===== src/hdl/ccr_pkg.sv =====
// Purpose: constants for the codec clock enable and routing block
// Assumes: APB word per register, byte address is four times the index
// Notes: bit positions, reset values and filter timing live here
package ccr_pkg;
  // register indices; byte address = index * 4
  localparam logic [5:0] CCR_IDX_CLK = 6'h00;
  localparam logic [5:0] CCR_IDX_PLL_FIRST = 6'h01;
  localparam logic [5:0] CCR_IDX_PLL_LAST = 6'h05;
  localparam logic [5:0] CCR_IDX_STATUS = 6'h06;
  localparam int CCR_PLL_REGS = 5;
  localparam int CCR_PADDR_W = 8;
  // clock_enable_routing field positions
  localparam int CCR_BIT_PLL_EN = 7;
  localparam int CCR_BIT_RSVD = 6;
  localparam int CCR_BIT_FILT_OFF = 5;
  localparam int CCR_BIT_OSC_OFF = 4;
  localparam int CCR_BIT_SRC = 3;
  localparam int CCR_BIT_CDIV = 2;
  localparam int CCR_BIT_MDIV = 1;
  localparam int CCR_BIT_MAIN_ON = 0;
  // pll_status_reg lock flag position
  localparam int CCR_BIT_LOCK = 0;
  // reset values
  localparam logic [7:0] CCR_CLK_RESET = 8'h00;
  localparam logic [7:0] CCR_PLL_RESET = 8'h00;
  // spike filter timing: least time, rounded up to whole cycles
  localparam int CCR_FILT_NS = 50;
  localparam int CCR_CLK_MHZ = 100;
  localparam int CCR_FILT_CYC = (CCR_FILT_NS * CCR_CLK_MHZ + 999) / 1000;
endpackage


===== src/hdl/ccr_spike_filter.sv =====
// Purpose: suppress short spikes on one two-wire bus input
// Assumes: raw is synchronous to clk
// Notes: a level must hold CYC cycles before it is passed on
`timescale 1ns/1ps
module ccr_spike_filter
  import ccr_pkg::*;
#(
  parameter int CYC = CCR_FILT_CYC
)
(
  // clock and reset
  input wire logic clk,
  input wire logic reset,
  // line
  input wire logic raw,
  input wire logic enable,
  output logic filt
);
  // whole state of the filter
  typedef struct packed {
    logic level;     // filtered level
    logic [7:0] cnt; // cycles the raw level has differed
  } ccr_filt_s;

  ccr_filt_s st;
  ccr_filt_s next_st;

  // count disagreement; a shorter spike resets the count
  always_comb begin
    next_st = st;
    if (!enable) begin
      next_st.level = raw; // bypass: follow one cycle late
      next_st.cnt = '0;
    end else if (raw == st.level) begin
      next_st.cnt = '0;
    end else if (st.cnt == 8'(CYC - 1)) begin
      next_st.level = raw; // RULE4
      next_st.cnt = '0;
    end else begin
      next_st.cnt = st.cnt + 8'h01;
    end
  end

  // idle bus level is high, so the filter starts there
  always_ff @(posedge clk) begin
    if (reset) begin
      st <= '{level: 1'b1, cnt: 8'h00};
    end else begin
      st <= next_st;
    end
  end

  assign filt = st.level;
endmodule


===== src/hdl/ccr_tick_div.sv =====
// Purpose: divide an enable pulse stream by two or pass it through
// Assumes: tick_in is a one-cycle enable in the clk domain
// Notes: output is combinational so it lines up with its source tick
`timescale 1ns/1ps
module ccr_tick_div
  import ccr_pkg::*;
(
  // clock and reset
  input wire logic clk,
  input wire logic reset,
  // tick path
  input wire logic tick_in,
  input wire logic div_by_one,
  output logic tick_out
);
  // whole state of the divider
  typedef struct packed {
    logic phase; // high on every second input tick
  } ccr_div_s;

  ccr_div_s st;
  ccr_div_s next_st;

  // phase flips on each input tick
  always_comb begin
    next_st = st;
    if (tick_in) begin
      next_st.phase = ~st.phase;
    end
  end

  always_ff @(posedge clk) begin
    if (reset) begin
      st <= '0;
    end else begin
      st <= next_st;
    end
  end

  // divide by 2 keeps only the phase-high ticks
  assign tick_out = tick_in & (div_by_one | st.phase);
endmodule


===== src/hdl/ccr_top.sv =====
// Purpose: clock enable and routing control register with APB access
// Assumes: clock ticks arrive as one-cycle enables on clk
// Notes: zero-wait APB; read data is latched in the setup cycle
// Operation
// RULE1 - pll enable bit powers pll up or down
// RULE2 - software configures pll before enabling it
// RULE3 - pll clock runs only with pll and main enabled
// RULE4 - 50 ns spike filter on by default
// RULE5 - spi mode always bypasses the spike filter
// RULE6 - source bit picks external pin or pll
// RULE7 - software selects pll only after lock
// RULE8 - core divider bit selects divide two or one
// RULE9 - software sets core clock to 12.288 MHz
// RULE10 - register at offset zero resets to zero
// RULE11 - main enable off blocks other register writes
// RULE12 - master divider bit selects divide two or one
// RULE13 - software keeps main enable off until lock
// RULE14 - reserved bit six stored, no clock effect
`timescale 1ns/1ps
module ccr_top
  import ccr_pkg::*;
(
  // clock and reset
  input wire logic clk,
  input wire logic reset,
  // apb slave
  input wire logic psel,
  input wire logic penable,
  input wire logic pwrite,
  input wire logic [CCR_PADDR_W-1:0] paddr,
  input wire logic [31:0] pwdata,
  input wire logic [3:0] pstrb,
  output logic pready,
  output logic [31:0] prdata,
  output logic pslverr,
  // clock sources and pll status
  input wire logic ext_clk_tick,
  input wire logic pll_clk_tick,
  input wire logic pll_lock,
  // pll controls
  output logic pll_power_on,
  output logic pll_clk_enable,
  output logic [8*CCR_PLL_REGS-1:0] pll_config,
  // clock routing
  output logic oscillator_enable,
  output logic main_source_select,
  output logic main_tick,
  output logic master_tick,
  output logic core_tick,
  // write gate for the rest of the register map
  output logic reg_write_allow,
  // two-wire control bus inputs
  input wire logic spi_mode,
  input wire logic scl_in,
  input wire logic sda_in,
  output logic scl_filt,
  output logic sda_filt
);
  // whole state of the block
  typedef struct packed {
    logic [7:0] clock_enable_routing;           // main control register
    logic [CCR_PLL_REGS-1:0][7:0] pll_cfg;      // pll setting registers
    logic [7:0] rdata;                          // read data for access
  } ccr_top_s;

  ccr_top_s st;
  ccr_top_s next_st;

  // decoded field views
  logic glitch_filter_off;
  logic oscillator_off;
  logic core_divider_select;
  logic master_divider_select;
  logic main_clock_on;
  logic pll_en;

  // bus phase strobes
  logic setup_ph;
  logic access_ph;
  logic wr_ok;
  logic [5:0] idx;
  logic mapped;

  // one decode used for both read and write paths
  function automatic logic ccr_mapped(input logic [CCR_PADDR_W-1:0] a);
    ccr_mapped = (a[1:0] == 2'h0) && (a[7:2] <= CCR_IDX_STATUS);
  endfunction

  // register contents read back at an index
  function automatic logic [7:0] ccr_read(input logic [5:0] i,
                                          input ccr_top_s s,
                                          input logic lock);
    logic [7:0] v;
    v = 8'h00;
    if (i == CCR_IDX_CLK) begin
      v = s.clock_enable_routing;
    end else if (i >= CCR_IDX_PLL_FIRST && i <= CCR_IDX_PLL_LAST) begin
      v = s.pll_cfg[3'(i - CCR_IDX_PLL_FIRST)];
    end else if (i == CCR_IDX_STATUS) begin
      v[CCR_BIT_LOCK] = lock;
    end
    ccr_read = v;
  endfunction

  assign idx = paddr[7:2];
  assign mapped = ccr_mapped(paddr);
  assign setup_ph = psel & ~penable;
  assign access_ph = psel & penable;
  // status register is read only; byte lane 0 carries the data
  assign wr_ok = access_ph & pwrite & mapped & pstrb[0] &
                 (idx != CCR_IDX_STATUS);

  // register updates and read capture
  always_comb begin
    next_st = st;
    if (setup_ph) begin
      next_st.rdata = ccr_read(idx, st, pll_lock);
    end
    // clock and pll registers stay writable with main clock off
    if (wr_ok) begin // RULE11
      if (idx == CCR_IDX_CLK) begin
        next_st.clock_enable_routing = pwdata[7:0]; // RULE14
      end else begin
        next_st.pll_cfg[3'(idx - CCR_IDX_PLL_FIRST)] = pwdata[7:0];
      end
    end
  end

  // synchronous reset clears every bit
  always_ff @(posedge clk) begin
    if (reset) begin
      st.clock_enable_routing <= CCR_CLK_RESET; // RULE10
      st.pll_cfg <= {CCR_PLL_REGS{CCR_PLL_RESET}};
      st.rdata <= 8'h00;
    end else begin
      st <= next_st;
    end
  end

  // zero wait states; unmapped or read-only writes answer with an error
  assign pready = 1'b1;
  assign prdata = {24'h000000, st.rdata};
  assign pslverr = access_ph & (~mapped |
                   (pwrite & (idx == CCR_IDX_STATUS)));

  // field views; bit 6 is stored but steers nothing
  assign pll_en = st.clock_enable_routing[CCR_BIT_PLL_EN];
  assign glitch_filter_off = st.clock_enable_routing[CCR_BIT_FILT_OFF];
  assign oscillator_off = st.clock_enable_routing[CCR_BIT_OSC_OFF];
  assign main_source_select = st.clock_enable_routing[CCR_BIT_SRC];
  assign core_divider_select = st.clock_enable_routing[CCR_BIT_CDIV];
  assign master_divider_select = st.clock_enable_routing[CCR_BIT_MDIV];
  assign main_clock_on = st.clock_enable_routing[CCR_BIT_MAIN_ON];

  // pll power and output gate
  assign pll_power_on = pll_en; // RULE1
  assign pll_clk_enable = pll_en & main_clock_on; // RULE3
  assign pll_config = st.pll_cfg;
  assign oscillator_enable = ~oscillator_off;
  // other registers of the device accept writes only with main clock on
  assign reg_write_allow = main_clock_on; // RULE11

  // main clock mux; pll ticks are dead unless its output is enabled
  assign main_tick = main_clock_on & (main_source_select ?
                     (pll_clk_tick & pll_clk_enable) : ext_clk_tick); // RULE6

  // master clock for all logic but the core
  ccr_tick_div u_master_div (
    .clk(clk),
    .reset(reset),
    .tick_in(main_tick),
    .div_by_one(master_divider_select),
    .tick_out(master_tick)
  ); // RULE12

  // core-only clock
  ccr_tick_div u_core_div (
    .clk(clk),
    .reset(reset),
    .tick_in(main_tick),
    .div_by_one(core_divider_select),
    .tick_out(core_tick)
  ); // RULE8

  // spi mode overrides the disable bit and bypasses both lines
  logic filt_enable;
  logic [1:0] bus_raw;
  logic [1:0] bus_filt;
  assign filt_enable = ~glitch_filter_off & ~spi_mode; // RULE4 RULE5
  assign bus_raw = {sda_in, scl_in};
  assign scl_filt = bus_filt[0];
  assign sda_filt = bus_filt[1];

  // one filter per bus line
  genvar g;
  generate
    for (g = 0; g < 2; g++) begin : g_filt
      ccr_spike_filter #(.CYC(CCR_FILT_CYC)) u_filt (
        .clk(clk),
        .reset(reset),
        .raw(bus_raw[g]),
        .enable(filt_enable),
        .filt(bus_filt[g])
      );
    end
  endgenerate
endmodule

===== config.mk =====
export PLATFORM = sky130hd
export DESIGN_NAME = ccr_top
export DESIGN_NICKNAME = d
export VERILOG_FILES = /design/src/hdl/ccr_pkg.sv /design/src/hdl/ccr_spike_filter.sv /design/src/hdl/ccr_tick_div.sv /design/src/hdl/ccr_top.sv
export SDC_FILE = /design/constraint.sdc
export NUM_CORES = 1
export LEC_CHECK = 0
export ABC_CLOCK_PERIOD_IN_PS = 2210
export BUFFER_PORTS_ARGS = -buffer_cell sky130_fd_sc_hd__buf_2
export CAP_MARGIN = 20
export CORE_MARGIN = 5
export CORE_UTILIZATION = 35
export CTS_CLUSTER_SIZE = 14
export DETAILED_ROUTE_END_ITERATION = 16
export GPL_TIMING_DRIVEN = 0
export PLACE_DENSITY = 0.7
export SETUP_SLACK_MARGIN = 0.15
export SYNTH_ARGS = -nofsm -noshare
export SYNTH_HDL_FRONTEND = slang
export SYNTH_HIERARCHICAL = 1
export SYNTH_SLANG_ARGS = --single-unit

===== constraint.sdc =====
create_clock -name clk -period 2.21 [get_ports clk]
set_clock_uncertainty 0.05 [all_clocks]
set_input_delay 0.221 -clock clk [delete_from_list [all_inputs] [get_ports clk]]
set_output_delay 0.221 -clock clk [all_outputs]
set_load 0.01 [all_outputs]

Word level (Yosys, flattened, before mapping)

Index checks and enable logic that the tools add are counted.

$add $sub $neg: 3
Order comparisons: 5
Equality and inequality tests: 10
Muxes and demuxes: 20
Bitwise logic cells: 26
Reductions and logical operators: 11

Operators with widths:

| kind                                                                                | number |
|---|---|
| 8-bit two-way mux                                                                   | 7 |
| 40-bit bitwise mux                                                                  | 1 |
| 8-bit binary-select mux with 3-bit select                                           | 1 |
| 8-bit demux with 3-bit select                                                       | 1 |
| 9-bit two-way mux                                                                   | 2 |
| 8-bit by 1-bit adder with 8-bit output, second input constant                       | 2 |
| 8-bit by 3-bit equality test with 1-bit output, second input constant               | 2 |
| 1-bit AND                                                                           | 14 |
| 6-bit by 3-bit <= comparator with 1-bit output, second input constant               | 2 |
| 1-bit NOT                                                                           | 9 |
| 2-bit AND reduction                                                                 | 4 |
| 4-bit OR reduction                                                                  | 2 |
| 1-bit two-way mux                                                                   | 7 |
| 7-bit two-way mux                                                                   | 1 |
| 6-bit by 3-bit equality test with 1-bit output, second input constant               | 1 |
| 6-bit by 1-bit greater-or-equal comparator with 1-bit output, second input constant | 1 |
| 6-bit zero test                                                                     | 1 |
| 2-bit != test, second input constant                                                | 3 |
| 6-bit by 3-bit != test with 1-bit output, second input constant                     | 1 |
| 3-bit by 4-bit less-than comparator with 1-bit output, second input constant        | 1 |
| 3-bit by 1-bit greater-or-equal comparator with 1-bit output, second input constant | 1 |
| 1-bit logical AND                                                                   | 3 |
| 1-bit OR                                                                            | 3 |
| 3-bit by 1-bit subtractor with 3-bit output, second input constant                  | 1 |
| 3 further kinds                                                                     | 4 |

Flip-flop bits (word level): 76
Bits of input ports: 55
Output and inout port bits: 84
Word-level logic and storage cells: 88

Logic depth before layout (Yosys ltp)

Depth after elaboration: 6
Mapped depth: 9
Depth with buffers taken out: 7

By module

The synthesis kept the hierarchy.

By module, submodules not included:

| module           | times used | cells each | area an instance (µm²) | seq. area each (µm²) |
|---|---|---|---|---|
| ccr_top          | 1          | 352        | 3229.3                 | 1121.1 |
| ccr_spike_filter | 2          | 46         | 422.9                  | 180.2 |
| ccr_tick_div     | 2          | 4          | 40.0                   | 20.0 |

Worst setup path after synthesis

OpenSTA, ideal clock, no wires.

Kind: input port to flip-flop
From: in paddr[2]
To: reg st (netlist bit pll_config[15])
Setup time: 128 ps
Arrival: 2119 ps
Required time: 2032 ps
Setup slack: -87 ps
Stages: 8
Buffers on the path: 1
Cells stage by stage: buf_2 inv_1 ha_1 o21ai_0 nand4_4 nor4_4 mux2i_1 nor2_1

Cells in the longest elaborated chain, start to end: 6
Elaborated cells on any way between the ends: 16
Those cells by class: add/sub: 1; order compare: 3; eq/ne: 1; mux: 3; bitwise: 4; reduce/logical: 4

RTL lines:

| item                                                                                                          | line                           | text |
|---|---|---|
| from (decl)                                                                                                   | ccr_top.sv:30                  | `input wire logic [CCR_PADDR_W-1:0] paddr,` |
| 3-bit by 1-bit subtractor with 3-bit output or 6-bit by 3-bit <= comparator with 1-bit output (tied branches) | ccr_top.sv:124, ccr_top.sv:86  |  |
| 3-bit by 4-bit less-than comparator with 1-bit output (implied by the code), or another cell as far along     | ccr_top.sv:124                 | `next_st.pll_cfg[3'(idx - CCR_IDX_PLL_FIRST)] = pwdata[7:0];` |
| 1-bit logical AND (implied by the code) or 1-bit AND (tied branches)                                          | ccr_top.sv:124, ccr_top.sv:110 |  |
| 8-bit two-way mux (implied by the code) or 1-bit AND (tied branches)                                          | ccr_top.sv:124, ccr_top.sv:110 |  |
| 8-bit demux with 3-bit select or 1-bit AND (tied branches)                                                    | ccr_top.sv:124, ccr_top.sv:110 |  |
| 40-bit bitwise mux or 2-bit AND reduction (tied branches)                                                     | n/a                            |  |
| to (signal assigned)                                                                                          | ccr_top.sv:136                 | `st <= next_st;` |
| to (decl)                                                                                                     | ccr_top.sv:66                  | `ccr_top_s st;` |

Several ways; a longest one is shown, not always the timed one.
A chain may end at the register's enable or synchronous reset.

Worst setup path after layout

From: in paddr[2]
To: reg st (netlist bit prdata[7])

Cells in the longest elaborated chain, start to end: 5
Elaborated cells on any way between the ends: 9
Those cells by class: add/sub: 1; order compare: 2; mux: 4; reduce/logical: 2

RTL lines:

| item                                        | line          | text |
|---|---|---|
| 3-bit by 1-bit subtractor with 3-bit output | ccr_top.sv:98 | `v = s.pll_cfg[3'(i - CCR_IDX_PLL_FIRST)];` |
| 8-bit binary-select mux with 3-bit select   | ccr_top.sv:98 |  |
| 8-bit two-way mux (implied by the code)     | ccr_top.sv:98 |  |
| 7-bit two-way mux                           | ccr_top.sv:97 | `end else if (i >= CCR_IDX_PLL_FIRST && i <= CCR_IDX_PLL_LAST) begin` |
| 8-bit two-way mux *                         | ccr_top.sv:95 | `if (i == CCR_IDX_CLK) begin` |

Every way passes the cells marked *; elsewhere a longest branch is shown, timed or not. The select of a mux whose other input is x is not followed.

==> impl_metrics.ini <==
[run_status]
status = finished clean

[floorplanning]
initial_utilization = 0.3608
rows = 39
fp.dieH_um = 119.0
io_pins = 139
dieWidth_um = 119.0
die_area_mm2 = 0.01415
core_area_mm2 = 0.01152

[power_and_ir_drop]
report.power.total_uw = 3085
cellPowerDensity_mw_per_mm2 = 588.1
ir_drop_mv = 0.2879
power.leakage_uw = 0.002271

[cts]
insertion_delay_ns = 0.33
cts_root_buffer = clkbuf_16
htreeDepth = 3
cts_sinks = 76
cts_buffers = 9
cts_tree = built
cts.clk_slew.worst_paths_ns = 0.06
clockBufferDepth = 2
cts_hold_buf = 0

[synth]
ys_top_cells_by_area = dfxtp_1, buf_4, mux2i_1
seq_area_frac_synth = 0.3662
ys_top_cells_by_count = dfxtp_1, buf_4, nor2_1
netlist_instances = 452
avgSynthCellArea_um2 = 9.193
synth_top_area_share = 0.3662
synth_ff_type = dfxtp_1
synth_area_mm2 = 0.004155
synth_seq_cells = 76
yosysTopAreaCell = dfxtp_1
async_flop_share = 0
ys_warn_count = 6
yosysMostFrequentCell = dfxtp_1
synth-edff-count = 0
ys_types = 52

[routing]
drt-initial-drc-count = 81
drtPass1Iterations = 4
routedWlPerCell_um = 14.77
m1WireLength_um = 4640
drc_errors = 0
met3WireLength_um = 469
met2_length_um = 5337
routed_wl_um = 10720
top_layer = met5
drtAntennaViolNets = 0
via_count = 3433
viasPerCell = 4.729

[setup_path]
cp-start-kind = input port
cp_slowest_cell = or4_1
r2r-end = g_filt[0].u_filt/st[4]$_SDFF_PP0_
critical_path_buf_inv_count = 3
max_stage_delay_ns = 0.63
reg2reg_depth = 5
cpLargestDelayFamily = simple AND/OR/NAND/NOR gates
worst-path-max-fanout = 8
crit_type = input port to flip-flop
end_kind = flip-flop
path_cells = buf_2 > buf_6 > inv_4 > ha_2 > nor3b_1 > nand3b_1 > or4_1 > a211oi_2
reg2reg_slack_ns = 0.61
crit_cells = 8
cp_data_required_time_ns = 2.40
critical_path_arrival_ns = 2.17
r2r-start = g_filt[0].u_filt/st[0]$_SDFF_PP0_

[timing]
setup_violations = 0
fin_crit_ns = 1.980
max_slew_margin = 0.5723
rsz0062_at_grt = yes
slew_viol_final = 0
fin_crit_sh = 0.8958
fin_setup_tns_ns = 0
tightestPinTransition_ns = 0.6416
fmax_mhz = 505.1
hold_viol_final = 0

[grt]
grt_pass1_wl_um = 17370
grt_pass1_vias = 3474
grt.overflow.total = 0
grt_max_degree = 14
grtUsageTotal = 0.1499
antenna_found_initial = 1

[worst_hold_path]
min_to = g_filt[1].u_filt/filt$_SDFFE_PP1P_
min_from = sda_in
hold_class = input port to flip-flop
whs_path_depth = 3

[place]
gp_congestion = 0.7919
portBuffers = 86
hpwl_um = 8314
dpl-instance-area_mm2 = 0.004878

[cells_and_area]
n_antenna_cell = 0
area_growth_pct = 26.26
fillers = 1154
final_cell_area_mm2 = 0.005246
postLayoutCoreUtil = 0.4556
final_nets = 641
drive_gt1_frac = 0.3654

[job]
max_cap_violations = 0
==> state kept, by name (all words and copies together) (netlist names), 2 cells and up <==
| signal | count |
|---|---|
| prdata | 8 |
| pll_config | 40 |
| g_filt.u_filt/st | 16 |
| g_filt.u_filt/filt | 2 |
==> timing repair <==
item,4_1_cts,5_1_grt
cloned,0,0
setup endpoints to repair,15,20
pin swaps,2,2
gates resized for setup,2,4
buffers inserted,1,6
==> how the worst max path moves through the flow <==
stage / from / endpoint / slack (ns)
CTS: paddr[2] / pll_config[14]$_SDFFE_PP0P_ / 0.15
global placement: paddr[2] / pll_config[8]$_SDFFE_PP0P_ / -0.27
floorplan: paddr[2] / pll_config[15]$_SDFFE_PP0P_ / 0.17
detailed placement: paddr[2] / pll_config[14]$_SDFFE_PP0P_ / -0.32
finish: paddr[2] / prdata[7]$_SDFFE_PP0P_ / 0.23
global route: paddr[2] / prdata[7]$_SDFFE_PP0P_ / 0.13
==> kinds of logic after synthesis <==
| group | share of synthesized area |
|---|---|
| AOI/OAI and AO/OA | 0.09094 |
| xor gates and xnor gates | 0.02981 |
| adders and majority gates | 0.02108 |
| buffers and inverters | 0.1587 |
| DFF | 0.3662 |
| muxes | 0.1439 |
| other | 0.001807 |
| and+or+nand+nor | 0.1876 |
==> routing by layer <==
metal / up-vias / GRT usage
met5: - / 0
met4: 2 / 0.05141
met3: 26 / 0.03507
met2: 102 / 0.2643
met1: 1580 / 0.1790
li1: 1723 / -
==> area by class of cell <==
class | instances | area [um2] | area share
Buffer | 88 | 626.9 | 0.1195
Clock buffer | 10 | 239.0 | 0.04555
Multi-Input combinational cell | 299 | 2087 | 0.3978
Sequential cell | 76 | 1521 | 0.2900
Tap cell | 143 | 178.9 | 0.03410
Inverter | 12 | 47.55 | 0.009063
Timing Repair Buffer | 93 | 508.0 | 0.09683
Clock inverter | 5 | 37.54 | 0.007155
==> where the power goes <==
| part | internal [uW] | leakage, uW | switching, uW |
|---|---|---|---|
| registers | 1380 | 0.000613 | 7.24 |
| logic | 129 | 0.00153 | 200 |
| clock network | 788 | 0.000131 | 582 |
| total | 2300 | 0.00227 | 789 |
==> tightest hold or removal path, stage by stage <==
cell and delay [ns]:
buf_2 0.10, nor2_1 0.04, mux2i_1 0.11
==> layout by cell type, fill, tap and decap left out, types with 3 or more instances in the layout <==
| cell | n |
|---|---|
| a211oi_1 | 5 |
| a21oi_1 | 17 |
| a31oi_1 | 4 |
| and3_1 | 4 |
| buf_2 | 89 |
| buf_4 | 79 |
| clkbuf_1 | 6 |
| clkbuf_16 | 9 |
| conb_1 | 25 |
| dfxtp_1 | 76 |
| ha_1 | 5 |
| inv_1 | 11 |
| mux2i_1 | 53 |
| nand2_1 | 12 |
| nand2b_1 | 4 |
| nand3_1 | 13 |
| nor2_1 | 73 |
| nor3_1 | 5 |
| nor4_1 | 3 |
| nor4_4 | 3 |
| o21ai_0 | 11 |
| or3_1 | 7 |
| xnor2_1 | 4 |
| xor2_1 | 6 |
==> per-stage QoR <==
step | hold WS, ns | setup WS (ns) | std cells
floorplan | 0.2434 | 0.1660 | 475
global placement | 0.3910 | -0.2705 | 704
detailed placement | 0.4116 | -0.3180 | 704
CTS | 0.1222 | 0.1538 | 720
global route | 0.1496 | 0.1347 | 726
finish | 0.1315 | 0.2302 | 726
No activity file was read; power rests on OpenSTA's default activity.
